## config.mk

```make
export PLATFORM = sky130hd
export DESIGN_NAME = audio_hub_interrupt_controller
export DESIGN_NICKNAME = d
export VERILOG_FILES = /design/src/irq_hub_pkg.sv /design/src/stable_filter.sv /design/src/audio_hub_interrupt_controller.sv
export SDC_FILE = /design/constraint.sdc
export NUM_CORES = 1
export LEC_CHECK = 0
export CORE_UTILIZATION = 41
export DETAILED_ROUTE_END_ITERATION = 7
export DONT_BUFFER_PORTS = 1
export GPL_ROUTABILITY_DRIVEN = 1
export PLACE_DENSITY = 0.54
export RECOVER_POWER = 50
export SYNTH_ARGS = -nofsm -noshare
export SYNTH_HDL_FRONTEND = slang
export SYNTH_SLANG_ARGS = --single-unit
```

## constraint.sdc

```tcl
create_clock -name i_clk -period 1.6 [get_ports i_clk]
set_input_delay 0.16 -clock i_clk [delete_from_list [all_inputs] [get_ports i_clk]]
set_output_delay 0.16 -clock i_clk [all_outputs]
set_load 0.005 [all_outputs]
```

## src/irq_hub_pkg.sv

```systemverilog
// package: register map, field layout and timing of the audio hub interrupt controller
package irq_hub_pkg;

  // timing
  localparam int unsigned CLK_MHZ        = 125;
  localparam int unsigned FILTER_TIME_NS = 128;
  localparam int unsigned FILTER_CYCLES  = (FILTER_TIME_NS * CLK_MHZ + 999) / 1000;
  localparam int          CNT_W          = 5;
  localparam logic [CNT_W-1:0] FILTER_LAST = CNT_W'(FILTER_CYCLES - 1);

  // bus
  localparam int ADDR_W = 16;
  localparam int DATA_W = 32;

  // register indices; byte address is four times the index
  localparam logic [11:0] IDX_FIRST_FLAGS  = 12'h730;
  localparam logic [11:0] IDX_SECOND_FLAGS = 12'h731;
  localparam logic [11:0] IDX_LIVE         = 12'h732;
  localparam logic [11:0] IDX_FIRST_MASK   = 12'h738;
  localparam logic [11:0] IDX_SECOND_MASK  = 12'h739;
  localparam logic [11:0] IDX_CTRL         = 12'h740;
  localparam logic [11:0] IDX_FILTER       = 12'h748;

  // implemented bits of each register
  localparam logic [15:0] FIRST_BITS  = 16'h07a1;
  localparam logic [15:0] SECOND_BITS = 16'hdbe3;
  localparam logic [15:0] LIVE_BITS   = 16'hdbe1;

  // edge kind of the second group; the first group is all both-edge
  localparam logic [15:0] SECOND_BOTH = 16'h81e1;
  localparam logic [15:0] SECOND_RISE = 16'h5a02;

  // values after reset
  localparam logic [15:0] FIRST_MASK_RST  = 16'h07a1;
  localparam logic [15:0] SECOND_MASK_RST = 16'hdbe3;
  localparam logic [15:0] CTRL_RST        = 16'h0000;
  localparam logic [15:0] FILTER_RST      = 16'h0021;

  // field positions
  localparam int BIT_GLOBAL_MASK = 0;
  localparam int BIT_WARN        = 15;
  localparam int BIT_SERVO       = 14;
  localparam int BIT_FAULT       = 12;
  localparam int BIT_PORT_TWO    = 11;
  localparam int BIT_PORT_ONE    = 9;
  localparam int BIT_SHUT        = 0;
  localparam int BIT_WARN_FILT   = 5;
  localparam int BIT_SHUT_FILT   = 0;

endpackage

```

## src/stable_filter.sv

```systemverilog
// stability filter for one slow level, bypassed when disabled
`timescale 1ns/100ps
`default_nettype none

module stable_filter
  import irq_hub_pkg::*;
(
  input  wire logic i_clk,
  input  wire logic i_rst_n,
  input  wire logic i_en,
  input  wire logic i_level,
  output logic      o_level
);

  typedef struct packed {
    logic             level;
    logic [CNT_W-1:0] count;
  } filter_s;

  filter_s state_r;
  filter_s state_nxt;

  // a change passes only after it has held for the whole window
  always_comb begin
    state_nxt = state_r;
    if (!i_en || (i_level == state_r.level) || (state_r.count == FILTER_LAST)) begin
      state_nxt.level = i_level;
      state_nxt.count = '0;
    end else begin
      state_nxt.count = state_r.count + 1'b1;
    end
  end

  always_ff @(posedge i_clk or negedge i_rst_n) begin
    if (!i_rst_n) begin
      state_r <= '0;
    end else begin
      state_r <= state_nxt;
    end
  end

  assign o_level = state_r.level;

endmodule

`default_nettype wire

```

## src/audio_hub_interrupt_controller.sv

```systemverilog
// interrupt controller of the audio hub: edge flags, masks, live status, apb slave
//
// Overview of operation
// - live bit 15 shows warning level
// - live bit 0 shows shutdown level
// - live bit 14 shows servo finished
// - live bit 12 shows buffer fault
// - live bits 11, 9 show level detect
// - mask 0 passes, 1 blocks; reset 1
// - second mask bit 12: buffer fault
// - second mask bit 1: microphone detect
// - second mask bits 8..5: lock flags
// - second mask bits 0, 15: overheat
// - second mask bits 11, 9: level detect
// - global mask blocks request; reset 0
// - second mask bit 14: servo finished
// - edges latch flags; write 1 clears
// - request is OR of unmasked flags
// - masked flags still latch and read
// - temperature inputs optionally filtered; enabled
//
// Decided for this implementation: the APB interface to the registers.
`timescale 1ns/100ps
`default_nettype none

module audio_hub_interrupt_controller
  import irq_hub_pkg::*;
(
  input  wire logic              i_clk,
  input  wire logic              i_rst_n,
  input  wire logic              i_psel,
  input  wire logic              i_penable,
  input  wire logic              i_pwrite,
  input  wire logic [ADDR_W-1:0] i_paddr,
  input  wire logic [DATA_W-1:0] i_pwdata,
  output logic      [DATA_W-1:0] o_prdata,
  output logic                   o_pready,
  output logic                   o_pslverr,
  input  wire logic              i_pin_one,
  input  wire logic              i_plug_detect,
  input  wire logic              i_pin_eight,
  input  wire logic              i_pin_nine,
  input  wire logic              i_pin_ten,
  input  wire logic              i_pin_eleven,
  input  wire logic              i_overheat_warning,
  input  wire logic              i_servo_finished,
  input  wire logic              i_core_buffer_fault,
  input  wire logic              i_port_two_level_detect,
  input  wire logic              i_port_one_level_detect,
  input  wire logic              i_rate_conv_two_lock,
  input  wire logic              i_rate_conv_one_lock,
  input  wire logic              i_loop_two_lock,
  input  wire logic              i_loop_one_lock,
  input  wire logic              i_microphone_detect,
  input  wire logic              i_overheat_shutdown,
  output logic                   o_irq
);

  typedef struct packed {
    logic [15:0]       first_meta;
    logic [15:0]       first_sync;
    logic [15:0]       second_meta;
    logic [15:0]       second_sync;
    logic [15:0]       first_prev;
    logic [15:0]       second_prev;
    logic [15:0]       first_flags;
    logic [15:0]       second_flags;
    logic [15:0]       first_source_mask;
    logic [15:0]       second_source_mask;
    logic              global_request_mask;
    logic              overheat_warning_filter_en;
    logic              overheat_shutdown_filter_en;
    logic [DATA_W-1:0] prdata;
    logic              pready;
    logic              pslverr;
    logic              irq;
  } state_s;

  localparam state_s STATE_RST = '{
    first_source_mask:           FIRST_MASK_RST,
    second_source_mask:          SECOND_MASK_RST,
    global_request_mask:         CTRL_RST[BIT_GLOBAL_MASK],
    overheat_warning_filter_en:  FILTER_RST[BIT_WARN_FILT],
    overheat_shutdown_filter_en: FILTER_RST[BIT_SHUT_FILT],
    default:                     '0
  };

  function automatic logic [11:0] word_index(input logic [ADDR_W-1:0] addr);
    word_index = addr[13:2];
  endfunction

  function automatic logic mapped(input logic [ADDR_W-1:0] addr);
    logic [11:0] idx;
    idx = word_index(addr);
    mapped = (addr[15:14] == 2'h0) && (addr[1:0] == 2'h0) &&
             (idx inside {IDX_FIRST_FLAGS, IDX_SECOND_FLAGS, IDX_LIVE,
                          IDX_FIRST_MASK, IDX_SECOND_MASK, IDX_CTRL, IDX_FILTER});
  endfunction

  function automatic logic [15:0] edge_events(input logic [15:0] cur,
                                              input logic [15:0] prev,
                                              input logic [15:0] both,
                                              input logic [15:0] rise);
    edge_events = ((cur ^ prev) & both) | (cur & ~prev & rise);
  endfunction

  state_s      state_r;
  state_s      state_nxt;
  logic [15:0] first_raw;
  logic [15:0] second_raw;
  logic [15:0] first_level;
  logic [15:0] second_level;
  logic [15:0] live;
  logic [15:0] first_events;
  logic [15:0] second_events;
  logic [15:0] first_clear;
  logic [15:0] second_clear;
  logic [15:0] first_kept;
  logic [15:0] second_kept;
  logic [15:0] wdata_low;
  logic [11:0] idx;
  logic        warning_filtered;
  logic        shutdown_filtered;
  logic        overheat_warning_live;
  logic        servo_finished_live;
  logic        core_buffer_fault_live;
  logic        port_two_level_detect_live;
  logic        port_one_level_detect_live;
  logic        overheat_shutdown_live;
  logic        setup;
  logic        access_write;
  logic        pending;

  // sources placed at their flag positions
  assign first_raw = {5'h00, i_pin_eleven, i_pin_ten, i_pin_nine, i_pin_eight,
                      1'b0, i_plug_detect, 4'h0, i_pin_one};
  assign second_raw = {i_overheat_warning, i_servo_finished, 1'b0, i_core_buffer_fault,
                       i_port_two_level_detect, 1'b0, i_port_one_level_detect,
                       i_rate_conv_two_lock, i_rate_conv_one_lock, i_loop_two_lock,
                       i_loop_one_lock, 3'h0, i_microphone_detect, i_overheat_shutdown};

  // filters sit after the synchroniser, before edge detection
  stable_filter u_warning_filter (
    .i_clk   (i_clk),
    .i_rst_n (i_rst_n),
    .i_en    (state_r.overheat_warning_filter_en),
    .i_level (state_r.second_sync[BIT_WARN]),
    .o_level (warning_filtered)
  );

  stable_filter u_shutdown_filter (
    .i_clk   (i_clk),
    .i_rst_n (i_rst_n),
    .i_en    (state_r.overheat_shutdown_filter_en),
    .i_level (state_r.second_sync[BIT_SHUT]),
    .o_level (shutdown_filtered)
  );

  assign first_level  = state_r.first_sync;
  assign second_level = {warning_filtered, state_r.second_sync[14:1], shutdown_filtered};

  assign overheat_warning_live      = second_level[BIT_WARN];
  assign servo_finished_live        = second_level[BIT_SERVO];
  assign core_buffer_fault_live     = second_level[BIT_FAULT];
  assign port_two_level_detect_live = second_level[BIT_PORT_TWO];
  assign port_one_level_detect_live = second_level[BIT_PORT_ONE];
  assign overheat_shutdown_live     = second_level[BIT_SHUT];

  assign live = {overheat_warning_live, servo_finished_live, 1'b0, core_buffer_fault_live,
                 port_two_level_detect_live, 1'b0, port_one_level_detect_live,
                 second_level[8:5], 4'h0, overheat_shutdown_live} & LIVE_BITS;

  assign first_events  = edge_events(first_level, state_r.first_prev, FIRST_BITS, 16'h0000);
  assign second_events = edge_events(second_level, state_r.second_prev, SECOND_BOTH, SECOND_RISE);

  assign setup        = i_psel & ~i_penable;
  assign access_write = i_psel & i_penable & i_pwrite & state_r.pready & ~state_r.pslverr;
  assign idx          = word_index(i_paddr);
  assign wdata_low    = i_pwdata[15:0];

  assign first_clear  = (access_write && idx == IDX_FIRST_FLAGS) ? wdata_low & FIRST_BITS : '0;
  assign second_clear = (access_write && idx == IDX_SECOND_FLAGS) ? wdata_low & SECOND_BITS : '0;
  assign first_kept   = state_r.first_flags & ~first_clear;
  assign second_kept  = state_r.second_flags & ~second_clear;

  // any unmasked flag raises the request
  assign pending = |(state_r.first_flags & ~state_r.first_source_mask) |
                   |(state_r.second_flags & ~state_r.second_source_mask);

  always_comb begin
    logic [15:0] rd;
    rd = '0;
    state_nxt = state_r;
    // first stage feeds only the second stage
    state_nxt.first_meta  = first_raw;
    state_nxt.first_sync  = state_r.first_meta;
    state_nxt.second_meta = second_raw;
    state_nxt.second_sync = state_r.second_meta;
    state_nxt.first_prev  = first_level;
    state_nxt.second_prev = second_level;
    // flags latch whatever the mask; set beats clear
    state_nxt.first_flags  = first_kept | first_events;
    state_nxt.second_flags = second_kept | second_events;
    if (access_write) begin
      case (idx)
        IDX_FIRST_MASK: begin
          state_nxt.first_source_mask = wdata_low & FIRST_BITS;
        end
        IDX_SECOND_MASK: begin
          state_nxt.second_source_mask = wdata_low & SECOND_BITS;
        end
        IDX_CTRL: begin
          state_nxt.global_request_mask = wdata_low[BIT_GLOBAL_MASK];
        end
        IDX_FILTER: begin
          state_nxt.overheat_warning_filter_en  = wdata_low[BIT_WARN_FILT];
          state_nxt.overheat_shutdown_filter_en = wdata_low[BIT_SHUT_FILT];
        end
        default: begin
          state_nxt.irq = state_r.irq;
        end
      endcase
    end
    case (idx)
      IDX_FIRST_FLAGS:  rd = state_r.first_flags;
      IDX_SECOND_FLAGS: rd = state_r.second_flags;
      IDX_LIVE:         rd = live;
      IDX_FIRST_MASK:   rd = state_r.first_source_mask;
      IDX_SECOND_MASK:  rd = state_r.second_source_mask;
      IDX_CTRL:         rd = {15'h0000, state_r.global_request_mask};
      IDX_FILTER:       rd = {10'h000, state_r.overheat_warning_filter_en, 4'h0,
                              state_r.overheat_shutdown_filter_en};
      default:          rd = '0;
    endcase
    // zero wait: answer is ready in the access cycle
    state_nxt.pready  = setup;
    state_nxt.pslverr = setup & ~mapped(i_paddr);
    // refused reads return zero, not whatever the index aliases to
    state_nxt.prdata  = (setup && !i_pwrite && mapped(i_paddr)) ? {16'h0000, rd} : '0;
    state_nxt.irq = ~state_r.global_request_mask & pending;
  end

  always_ff @(posedge i_clk or negedge i_rst_n) begin
    if (!i_rst_n) begin
      state_r <= STATE_RST;
    end else begin
      state_r <= state_nxt;
    end
  end

  assign o_prdata  = state_r.prdata;
  assign o_pready  = state_r.pready;
  assign o_pslverr = state_r.pslverr;
  assign o_irq     = state_r.irq;
endmodule

`default_nettype wire

```

* Word level (Yosys, flattened, before mapping) *
Cells that the tools add are included.
W data, S select, Z words.

word-level totals
  bits in registers = 134
  input port bits = 70
  output and inout bits = 35
  logic and storage cells = 89

operators by class
  add/subtract/negate cells = 2
  equality and inequality tests = 11
  mux-type cells = 6
  bitwise logic cells = 27
  reduce and logical (&&, ||, !) cells = 22

operators with widths
  operator                count
  $pmux W16 S7            1
  $eq A12 B11 Y1 const B  7
  $and A16 B16 Y16        4
  $mux W16                2
  $not A11 Y16            2
  $not A16 Y16            2
  $reduce_or A16 Y1       2
  $or A16 B11 Y16         1
  $or A16 B15 Y16         1
  $or A16 B16 Y16         1
  $xor A16 B16 Y16        1
  $and A15 B15 Y15        1
  $not A15 Y15            1
  $mux W11                1
  $xor A11 B11 Y11        1
  $add A5 B1 Y5 const B   2
  $eq A5 B4 Y1 const B    2
  $mux W5                 2
  $reduce_and A2 Y1       4
  $and A1 B1 Y1           7
  $reduce_bool A7 Y1      1
  $logic_and A1 B1 Y1     6
  $logic_not A2 Y1        2
  $logic_or A1 B1 Y1      4
  other kinds (4)         10

* Logic depth before layout (Yosys ltp) *
Gate-level depths: netlist (run 1).

  depth in word-level cells = 9
  depth in mapped cells = 6
  depth with buffers taken out = 6

* Hierarchy *
A second synthesis (run 1) with hierarchy kept.

second synthesis, totals
  cells, all modules = 377
  area, all modules = 4,788.3 um^2

by module, submodules not included
  module                          times used  cells each  area each (um^2)  seq. area each (um^2)
  audio_hub_interrupt_controller  1           331         4,227.8           2,601.2
  stable_filter                   2           23          280.3             150.1

* Worst setup path before layout (run 1) *
No wires, ideal clock.

  path type = input -> register
  from = input i_paddr[13]
  to = register state_r[54] (netlist bit)
  arrival time = 1.450 ns
  setup slack = 0.066 ns
  cell stages on the path = 6
  buffers on the path = 2
  cells stage by stage = and4bb_2 and3_1 buf_2 and4_1 buf_2 mux2_1

on the way
  longest elaborated chain between the ends = 2

RTL lines
  what                         line                                   RTL
  start: declaration           audio_hub_interrupt_controller.sv:34   input wire logic [ADDR_W-1:0] i_paddr,
  $eq A12 B11 Y1               audio_hub_interrupt_controller.sv:205  case (idx)
  $reduce_and A2 Y1 (no line)  -
  end signal: assignment       audio_hub_interrupt_controller.sv:247  state_r <= state_nxt;
  end: declaration             audio_hub_interrupt_controller.sv:107  state_s state_r;

No other way between the ends.
A chain may end at the register's enable or synchronous reset.

==> impl_results.md, run 1 <==
* Die width at 111.0 um
* Crit path cell chain: nand2b_4, o2111ai_4, a2111oi_4, buf_4, a31oi_4
* Largest family of logic cells by synthesized area: simple AND/OR/NAND/NOR gates
* Seq/Total Area, Yosys at 0.5954
* Die Ht at 111.0 um
* DRC violations left at 26
* Max VDD drop at 0.7668 mV
* Initial cell density of the core at 0.4232
* Final WS setup at 0.05743 ns
* Hold Crit Class: primary input to async pin
* Clk_skew at 0.01283 ns
* DRT iter0 DRCs at 173
* Slew Limit Fails at 0
* Yosys top cell area share at 0.4929
* Number of max-cap violations at 0
* Initial antenna violation count at 0
* Post-Route Utilization at 0.5205
* Area grow syn2layout at 23.00%
* Vias in the first global route at 3,143
* Worst relative slew slack at 0.6067
* # diodes at 0
* Worst R2R Setup Slack at 0.06 ns
* CTS tree: yes
* DP HPWL at 6662 um
* Crit. End Element: flop
* Top FF cell, synth: dfrtp_1
* Final Cycle Share at 0.9641
* Simple-Gate Fraction of Synth Area at 0.1194
* Layout Nets at 523
* Drt wl/cell at 17.36 um
* Die area at 12,330 um^2
* Sink Count at 115
* Worst Max-Slew Pin Slew at 0.5885 ns
* Fin crit period at 1.543 ns
* Hold buffers post-CTS at 35
* Fmax at 648.3 MHz
* Pre-CTS setup slack at -0.2128 ns
* CP startpoint kind: flop
* Post-synth EDFFs at 0
* Multiplexer area fraction after synthesis at 0.05905
* Syn Area/Cell at 12.09 um^2
* RSZ-0062 raised after global routing: yes
* Worst Path Max Fanout at 2
* Maximum clock insertion buffer count at 2
* Crit path DAT at 1.81 ns
* Yosys reg bits at 115
* TritonCTS Buffers at 17
* Cells after Synth at 403
* WHS at -0.5573 ns
* Synth area leaders: dfrtp_1 (49%), dfstp_2 (10%), buf_4 (5.1%)
* Layout cell share with drive strength beyond 1 at 0.1970
* I/O Buffers at 0
* Yosys cell types at 55
* Routability Congestion at 0.8120
* Post-synthesis xor/xnor area fraction at 0.03235
* Clk slew on worst S/H paths at 0.05 ns
* Synth area leader: dfrtp_1
* First-pass DRT Iterations at 7
* CP max stage cell: dfstp_2
* Routed Antenna Nets at 0
* Clk_lat worst skew at 0.42 ns
* Gr usage total at 0.1887
* Final setup vio count at 0
* Via count at 3,097
* Placed standard-cell area at 4959 um^2
* Post-synthesis compound-gate area fraction at 0.09345
* Row count at 39
* Netlist Area Pre-Place at 4873 um^2
* Ys Warns at 0
* Failing checks: design-rule violations, negative hold slack
* Asr flop ratio synth at 1.000
* Crit path largest cell delay at 0.53 ns
* IO Pins at 105
* Status: finished with violations
* Final hold vios at 115
* Worst Path Class, Setup: flop to flop
* First-pass GRT wire length at 17,190 um
* Cell Pwr Density at 1164 nW/um^2
* Total power at 6976 uW
* Root buf cell: clkbuf_16
* Pleak at 0.002637 uW
* DR vias/cell at 5.119
* Overflow after GRT at 0
* H-tree lvl count at 4
* Final WL at 10,510 um
* Adder-cell share of the synthesized area at 0.01027
* Post-CTS Setup Inserts at 0
* Worst Path Required at 1.87 ns
* Largest net degree at the start of global routing at 116
* CORE AREA at 11,520 um^2
* Design Area, Final at 5995 um^2
## per-layer routing
| metal | part of all wire | GRT usage |
|---|---|---|
| met1 | 0.48 | 0.2612 |
| met2 | 0.44 | 0.2650 |
| met3 | 0.062 | 0.06452 |
| met4 | 0.018 | 0.09009 |
| met5 | 0 | 0 |
## cell families (layout without fill, tap and decap cells)
logic type      Yosys count  after routing
xor+xnor                 18             18
buf+inv                  79            119
compound gates           61             61
simple gates             99             99
fa+ha+maj                 4              4
flops                   115            115
mux                      26             26
other cells               1             20
## critical path: cells and delay by family, from the launching register on
kind	cells	cell delay [ns]
AOI/OAI and AO/OA	3	0.57
DFF	1	0.53
buffers and inverters	1	0.18
and+or+nand+nor	1	0.13
## stage by stage
stage,hold WS (ns),setup TNS (ns),instances
after detailed placement,-0.1327,-0.2627,538
final,-0.5573,0,605
after floorplan,-0.1356,0,422
after CTS,-0.5832,0,605
after global routing,-0.5764,-0.1559,605
after global placement,-0.1330,-0.2457,538
## timing repair
action | 4_1_cts | 5_1_grt
hold endpoints to repair | 173 | 115
resized for setup | 2 | 18
pin swaps | 1 | 3
endpoints found under the setup margin | 1 | 26
## sequential cells by signal (all words and copies together), names as in the netlist, 5 cells and up
signal / flops
u_warning_filter.state_r: 5
first_level: 6
state_r: 56
o_prdata: 12
state_nxt: 17
live: 7
u_shutdown_filter.state_r: 5
## area by class of cell
class                      count  area (um^2)
timing repair buffer          55        504.2
inverter                      32        120.1
clock inverter                12        137.6
tap                          143        178.9
sequential                   115         2902
fill                         975         5522
clock buffer                  20        446.7
multi-input combinational    228         1705
## cell usage in the layout, fill, tap and decap left out, types with 11 or more instances in the layout
master	netlist	layout
buf_4	33	19
clkbuf_16	0	17
conb_1	1	20
dfrtp_1	96	96
dfstp_2	19	19
dlygate4sd3_1	0	35
inv_1	32	32
mux2_1	18	18
nand2_1	11	11
nor2_1	26	26
o21ai_1	12	12
xnor2_1	11	11
## worst paths after layout
kind | to | startpoint | cells after the start
min in group i_clk | o_prdata[10] | i_paddr[5] | 2
hold reg to reg | first_level[0] | state_nxt[166] | 0
setup / recovery | o_irq | state_r[44] | 5
hold / removal | state_r[125] | i_rst_n | 0
max in group asynchronous | state_r[62] | i_rst_n | 0
setup reg to reg | o_irq | state_r[44] | 5
## power breakdown
part / switching [uW] / internal (uW) / total (uW) / leakage [uW]
registers: 36.8 / 2990 / 3020 / 0.00132
logic: 98.1 / 129 / 227 / 0.00103
clock network: 1270 / 2460 / 3720 / 0.000293
total: 1400 / 5570 / 6980 / 0.00264
## synth_stat cells (all sizes together), types with 3 or more instances
master / number
a21o: 5
a21oi: 3
a22o: 8
a22oi: 3
a32oi: 6
and3: 5
and4: 5
buf: 41
clkbuf: 6
dfrtp: 96
dfstp: 19
ha: 4
inv: 32
mux2: 22
mux2i: 4
nand2: 11
nand2b: 7
nand3: 7
nand3b: 4
nand4: 7
nor2: 26
nor2b: 6
nor3: 3
nor4: 5
o21ai: 16
o22ai: 5
o41ai: 7
xnor2: 11
xor2: 7
(Power assumes the default switching activity.)
==> run 2: changes to the inputs <==
--- a/config.mk
+++ b/config.mk
@@ -5,6 +5,7 @@
 export SDC_FILE = /design/constraint.sdc
 export NUM_CORES = 1
 export LEC_CHECK = 0
+export ABC_AREA = 1
 export CORE_UTILIZATION = 41
 export DETAILED_ROUTE_END_ITERATION = 7
 export DONT_BUFFER_PORTS = 1
==> impl_results.md, run 2 <==
* Status: finished with violations
* Failing checks: design-rule violations, negative hold slack
* I/O Buffers at 0
* CP max stage cell: dfrtp_1
* CP delay by family, top: flip-flops
* Initial antenna violation count at 0
* Crit path buffers/inverters at 1
* Final setup vio count at 0
* Commonest non-fill, non-tap cell in the layout: dfrtp_1
* Final hold vios at 115
* Worst R2R Setup Slack at 0.04 ns
* Fmax at 640.6 MHz
* Maximum clock insertion buffer count at 2
* H-tree lvl count at 4
* Sink Count at 115
* Biggest register: state_r
* DRC violations left at 9
* Max VDD drop at 0.8136 mV
* Crit path from: u_warning_filter.state_r[1]
* Syn Area/Cell at 10.20 um^2
* Root buf cell: clkbuf_16
* WHS at -0.5620 ns
* Cell Pwr Density at 1162 nW/um^2
* Final setup TNS at 0 ns
* Number of max-cap violations at 0
* TritonCTS Buffers at 17
* Clk_lat worst skew at 0.42 ns
* Die width at 111.8 um
* Synth area leaders: dfrtp_1 (49%), dfstp_2 (10%), nand2_1 (5.3%)
* Crit. End Element: flop
* Switching Fraction at 0.2003
* Layout cell share with drive strength beyond 1 at 0.2591
* Sequential cell area at 2902 um^2
* Yosys reg bits at 115
* First-pass GRT wire length at 15,460 um
* Final WL at 9308 um
* Synth cell count leaders: dfrtp_1 (96), nand2_1 (70), inv_1 (58), nor2_1 (34), buf_4 (33)
* Vias in the first global route at 3,219
* CTS tree: yes
* Worst Path Class, Setup: flop to flop
* Fin crit period at 1.561 ns
* Cells after Synth at 484
* Ys Warns at 0
* Netlist Area Pre-Place at 4938 um^2
* Crit path largest cell delay at 0.38 ns
* Overflow after GRT at 0
* Clock power frac at 0.539
* Sw power at 1399 uW
* Worst Path Max Fanout at 7
* Crit path top cell by count: ha_2
* Yosys top cell area share at 0.4864
* DR vias/cell at 4.621
* DP HPWL at 6228 um
* Worst relative slew slack at 0.6404
* CP startpoint kind: flop
* Internal power at 5586 uW
* Drt wl/cell at 13.47 um
* IO Pins at 105
* Largest register FFs at 56
* Largest net degree at the start of global routing at 116
* Yosys cell types at 30
* Worst Max-Slew Pin Slew at 0.5370 ns
* Final Cycle Share at 0.9756
* Crit Reg-Reg Startpoint: u_warning_filter.state_r[1]
* Area grow syn2layout at 21.71%
* Die area at 12,490 um^2
* Initial cell density of the core at 0.4270
* Synth area leader: dfrtp_1
* Top FF cell, synth: dfrtp_1
* Routability Congestion at 0.7908
* Sequential Power Share at 0.433
* Gr usage total at 0.1661
* Filler cells at 1,013
* Hold buffers post-CTS at 33
* Seq/Total Area, Yosys at 0.5875
* Routed Antenna Nets at 0
* Comb pwr share at 0.028
* Die Ht at 111.8 um
* Via count at 3,193
* Clk_skew at 0.01121 ns
* Crit path cell chain: ha_2, nand2_2, nor2_1, ha_2, a21oi_2, o211ai_1, buf_4, nor2_2
* Slew Limit Fails at 0
* First-pass DRT Iterations at 8
* Cell with the most instances after synthesis: dfrtp_1
* Clk slew on worst S/H paths at 0.05 ns
* Layout Nets at 610
* Post-synth EDFFs at 0
* Row count at 39
* Multi-input gate area at 1593 um^2
* # diodes at 0
* Post-Route Utilization at 0.5197
* DRT iter0 DRCs at 138
* Asr flop ratio synth at 1.000
* Pleak at 0.002711 uW
* CORE AREA at 11,560 um^2
* Hold Crit Class: primary input to async pin
* Worst Path Required at 1.95 ns
* Crit path DAT at 1.91 ns
* Most frequent cells in the layout: dfrtp_1 (96), nand2_1 (68), inv_1 (58)
## run 2: changes by cell type after synthesis, moves of 12 or more
cell | previous run | this run
inv_1 | 32 | 58
mux2_1 | 18 | 0
nand2_1 | 11 | 70
nand2_2 | 0 | 12
nor2_2 | 0 | 13
o21ai_0 | 4 | 19
## run 2: final cells by class
class                   count  area share
clock buffers              21     0.07660
multi-input cells         281      0.2650
flip-flops and latches    115      0.4827
well taps                 143     0.02977
clock inverters            10     0.02206
repair buffers             52     0.08077
inverters                  69     0.04309
## run 2: per-layer routing
metal  vias to the layer above  part of all wire  GRT usage
met5                         -                 0          0
met1                      1540              0.45     0.1999
met4                         0             0.015    0.09279
li1                       1575                 -          -
met2                        66              0.49     0.2634
met3                        12             0.040    0.05444
## run 2: worst reg2reg max path: cells and delay by family, from the launching register on
kind                     cells  cell delay (ns)
flip-flops                   1             0.38
adder cells (fa/ha/maj)      2             0.37
AND/OR/NAND/NOR              3             0.18
AO/OA/AOI/OAI                2             0.33
buffers and inverters        1             0.23
## run 2: power groups by stage
stage / Sequential [uW] / Combinational, uW / Clock (uW)
after floorplan: 3060 / 146 / 0
after global placement: 3070 / 130 / 0
after detailed placement: 3070 / 133 / 0
after CTS: 3020 / 196 / 3840
after global routing: 3030 / 218 / 3990
final: 3020 / 198 / 3760
## run 2: through the flow
| stage | std cells | total power, uW | worst slack [ns] | hold slack [ns] | instance area, um^2 |
|---|---|---|---|---|---|
| after global placement | 619 | 3199 | 0.08509 | -0.1314 | 4986 |
| final | 691 | 6985 | 0.03897 | -0.5620 | 6011 |
| after detailed placement | 619 | 3204 | -0.04286 | -0.1318 | 4986 |
| after CTS | 684 | 7064 | 0.01474 | -0.5789 | 5923 |
| after global routing | 691 | 7241 | -0.06764 | -0.5846 | 6011 |
| after floorplan | 503 | 3207 | 0.03968 | -0.1356 | 5010 |
## run 2: worst paths after layout
check,cells past startpoint,endpoint
hold reg to reg,0,first_level[8]
setup reg to reg,8,u_warning_filter.state_r[3]
setup / recovery,8,u_warning_filter.state_r[3]
min in group i_clk,4,state_r[36]
max in group asynchronous,0,state_r[49]
hold / removal,0,state_nxt[173]
## run 2: logic make-up (layout without fill, tap and decap cells)
family / after synthesis / after routing / share of synthesized area
other cells: 1 / 20 / 0.0007593
xor+xnor: 14 / 14 / 0.02483
mux: 1 / 1 / 0.002280
fa+ha+maj: 4 / 4 / 0.01013
flops: 115 / 115 / 0.5875
compound gates: 72 / 72 / 0.08462
buf+inv: 107 / 152 / 0.1127
simple gates: 170 / 170 / 0.1771
## run 2: timing repair
item	CTS	global route
hold endpoints to repair	153	115
setup endpoints to repair	2	10
setup buffers	1	7
pin swaps	2	6
resized for setup	2	12
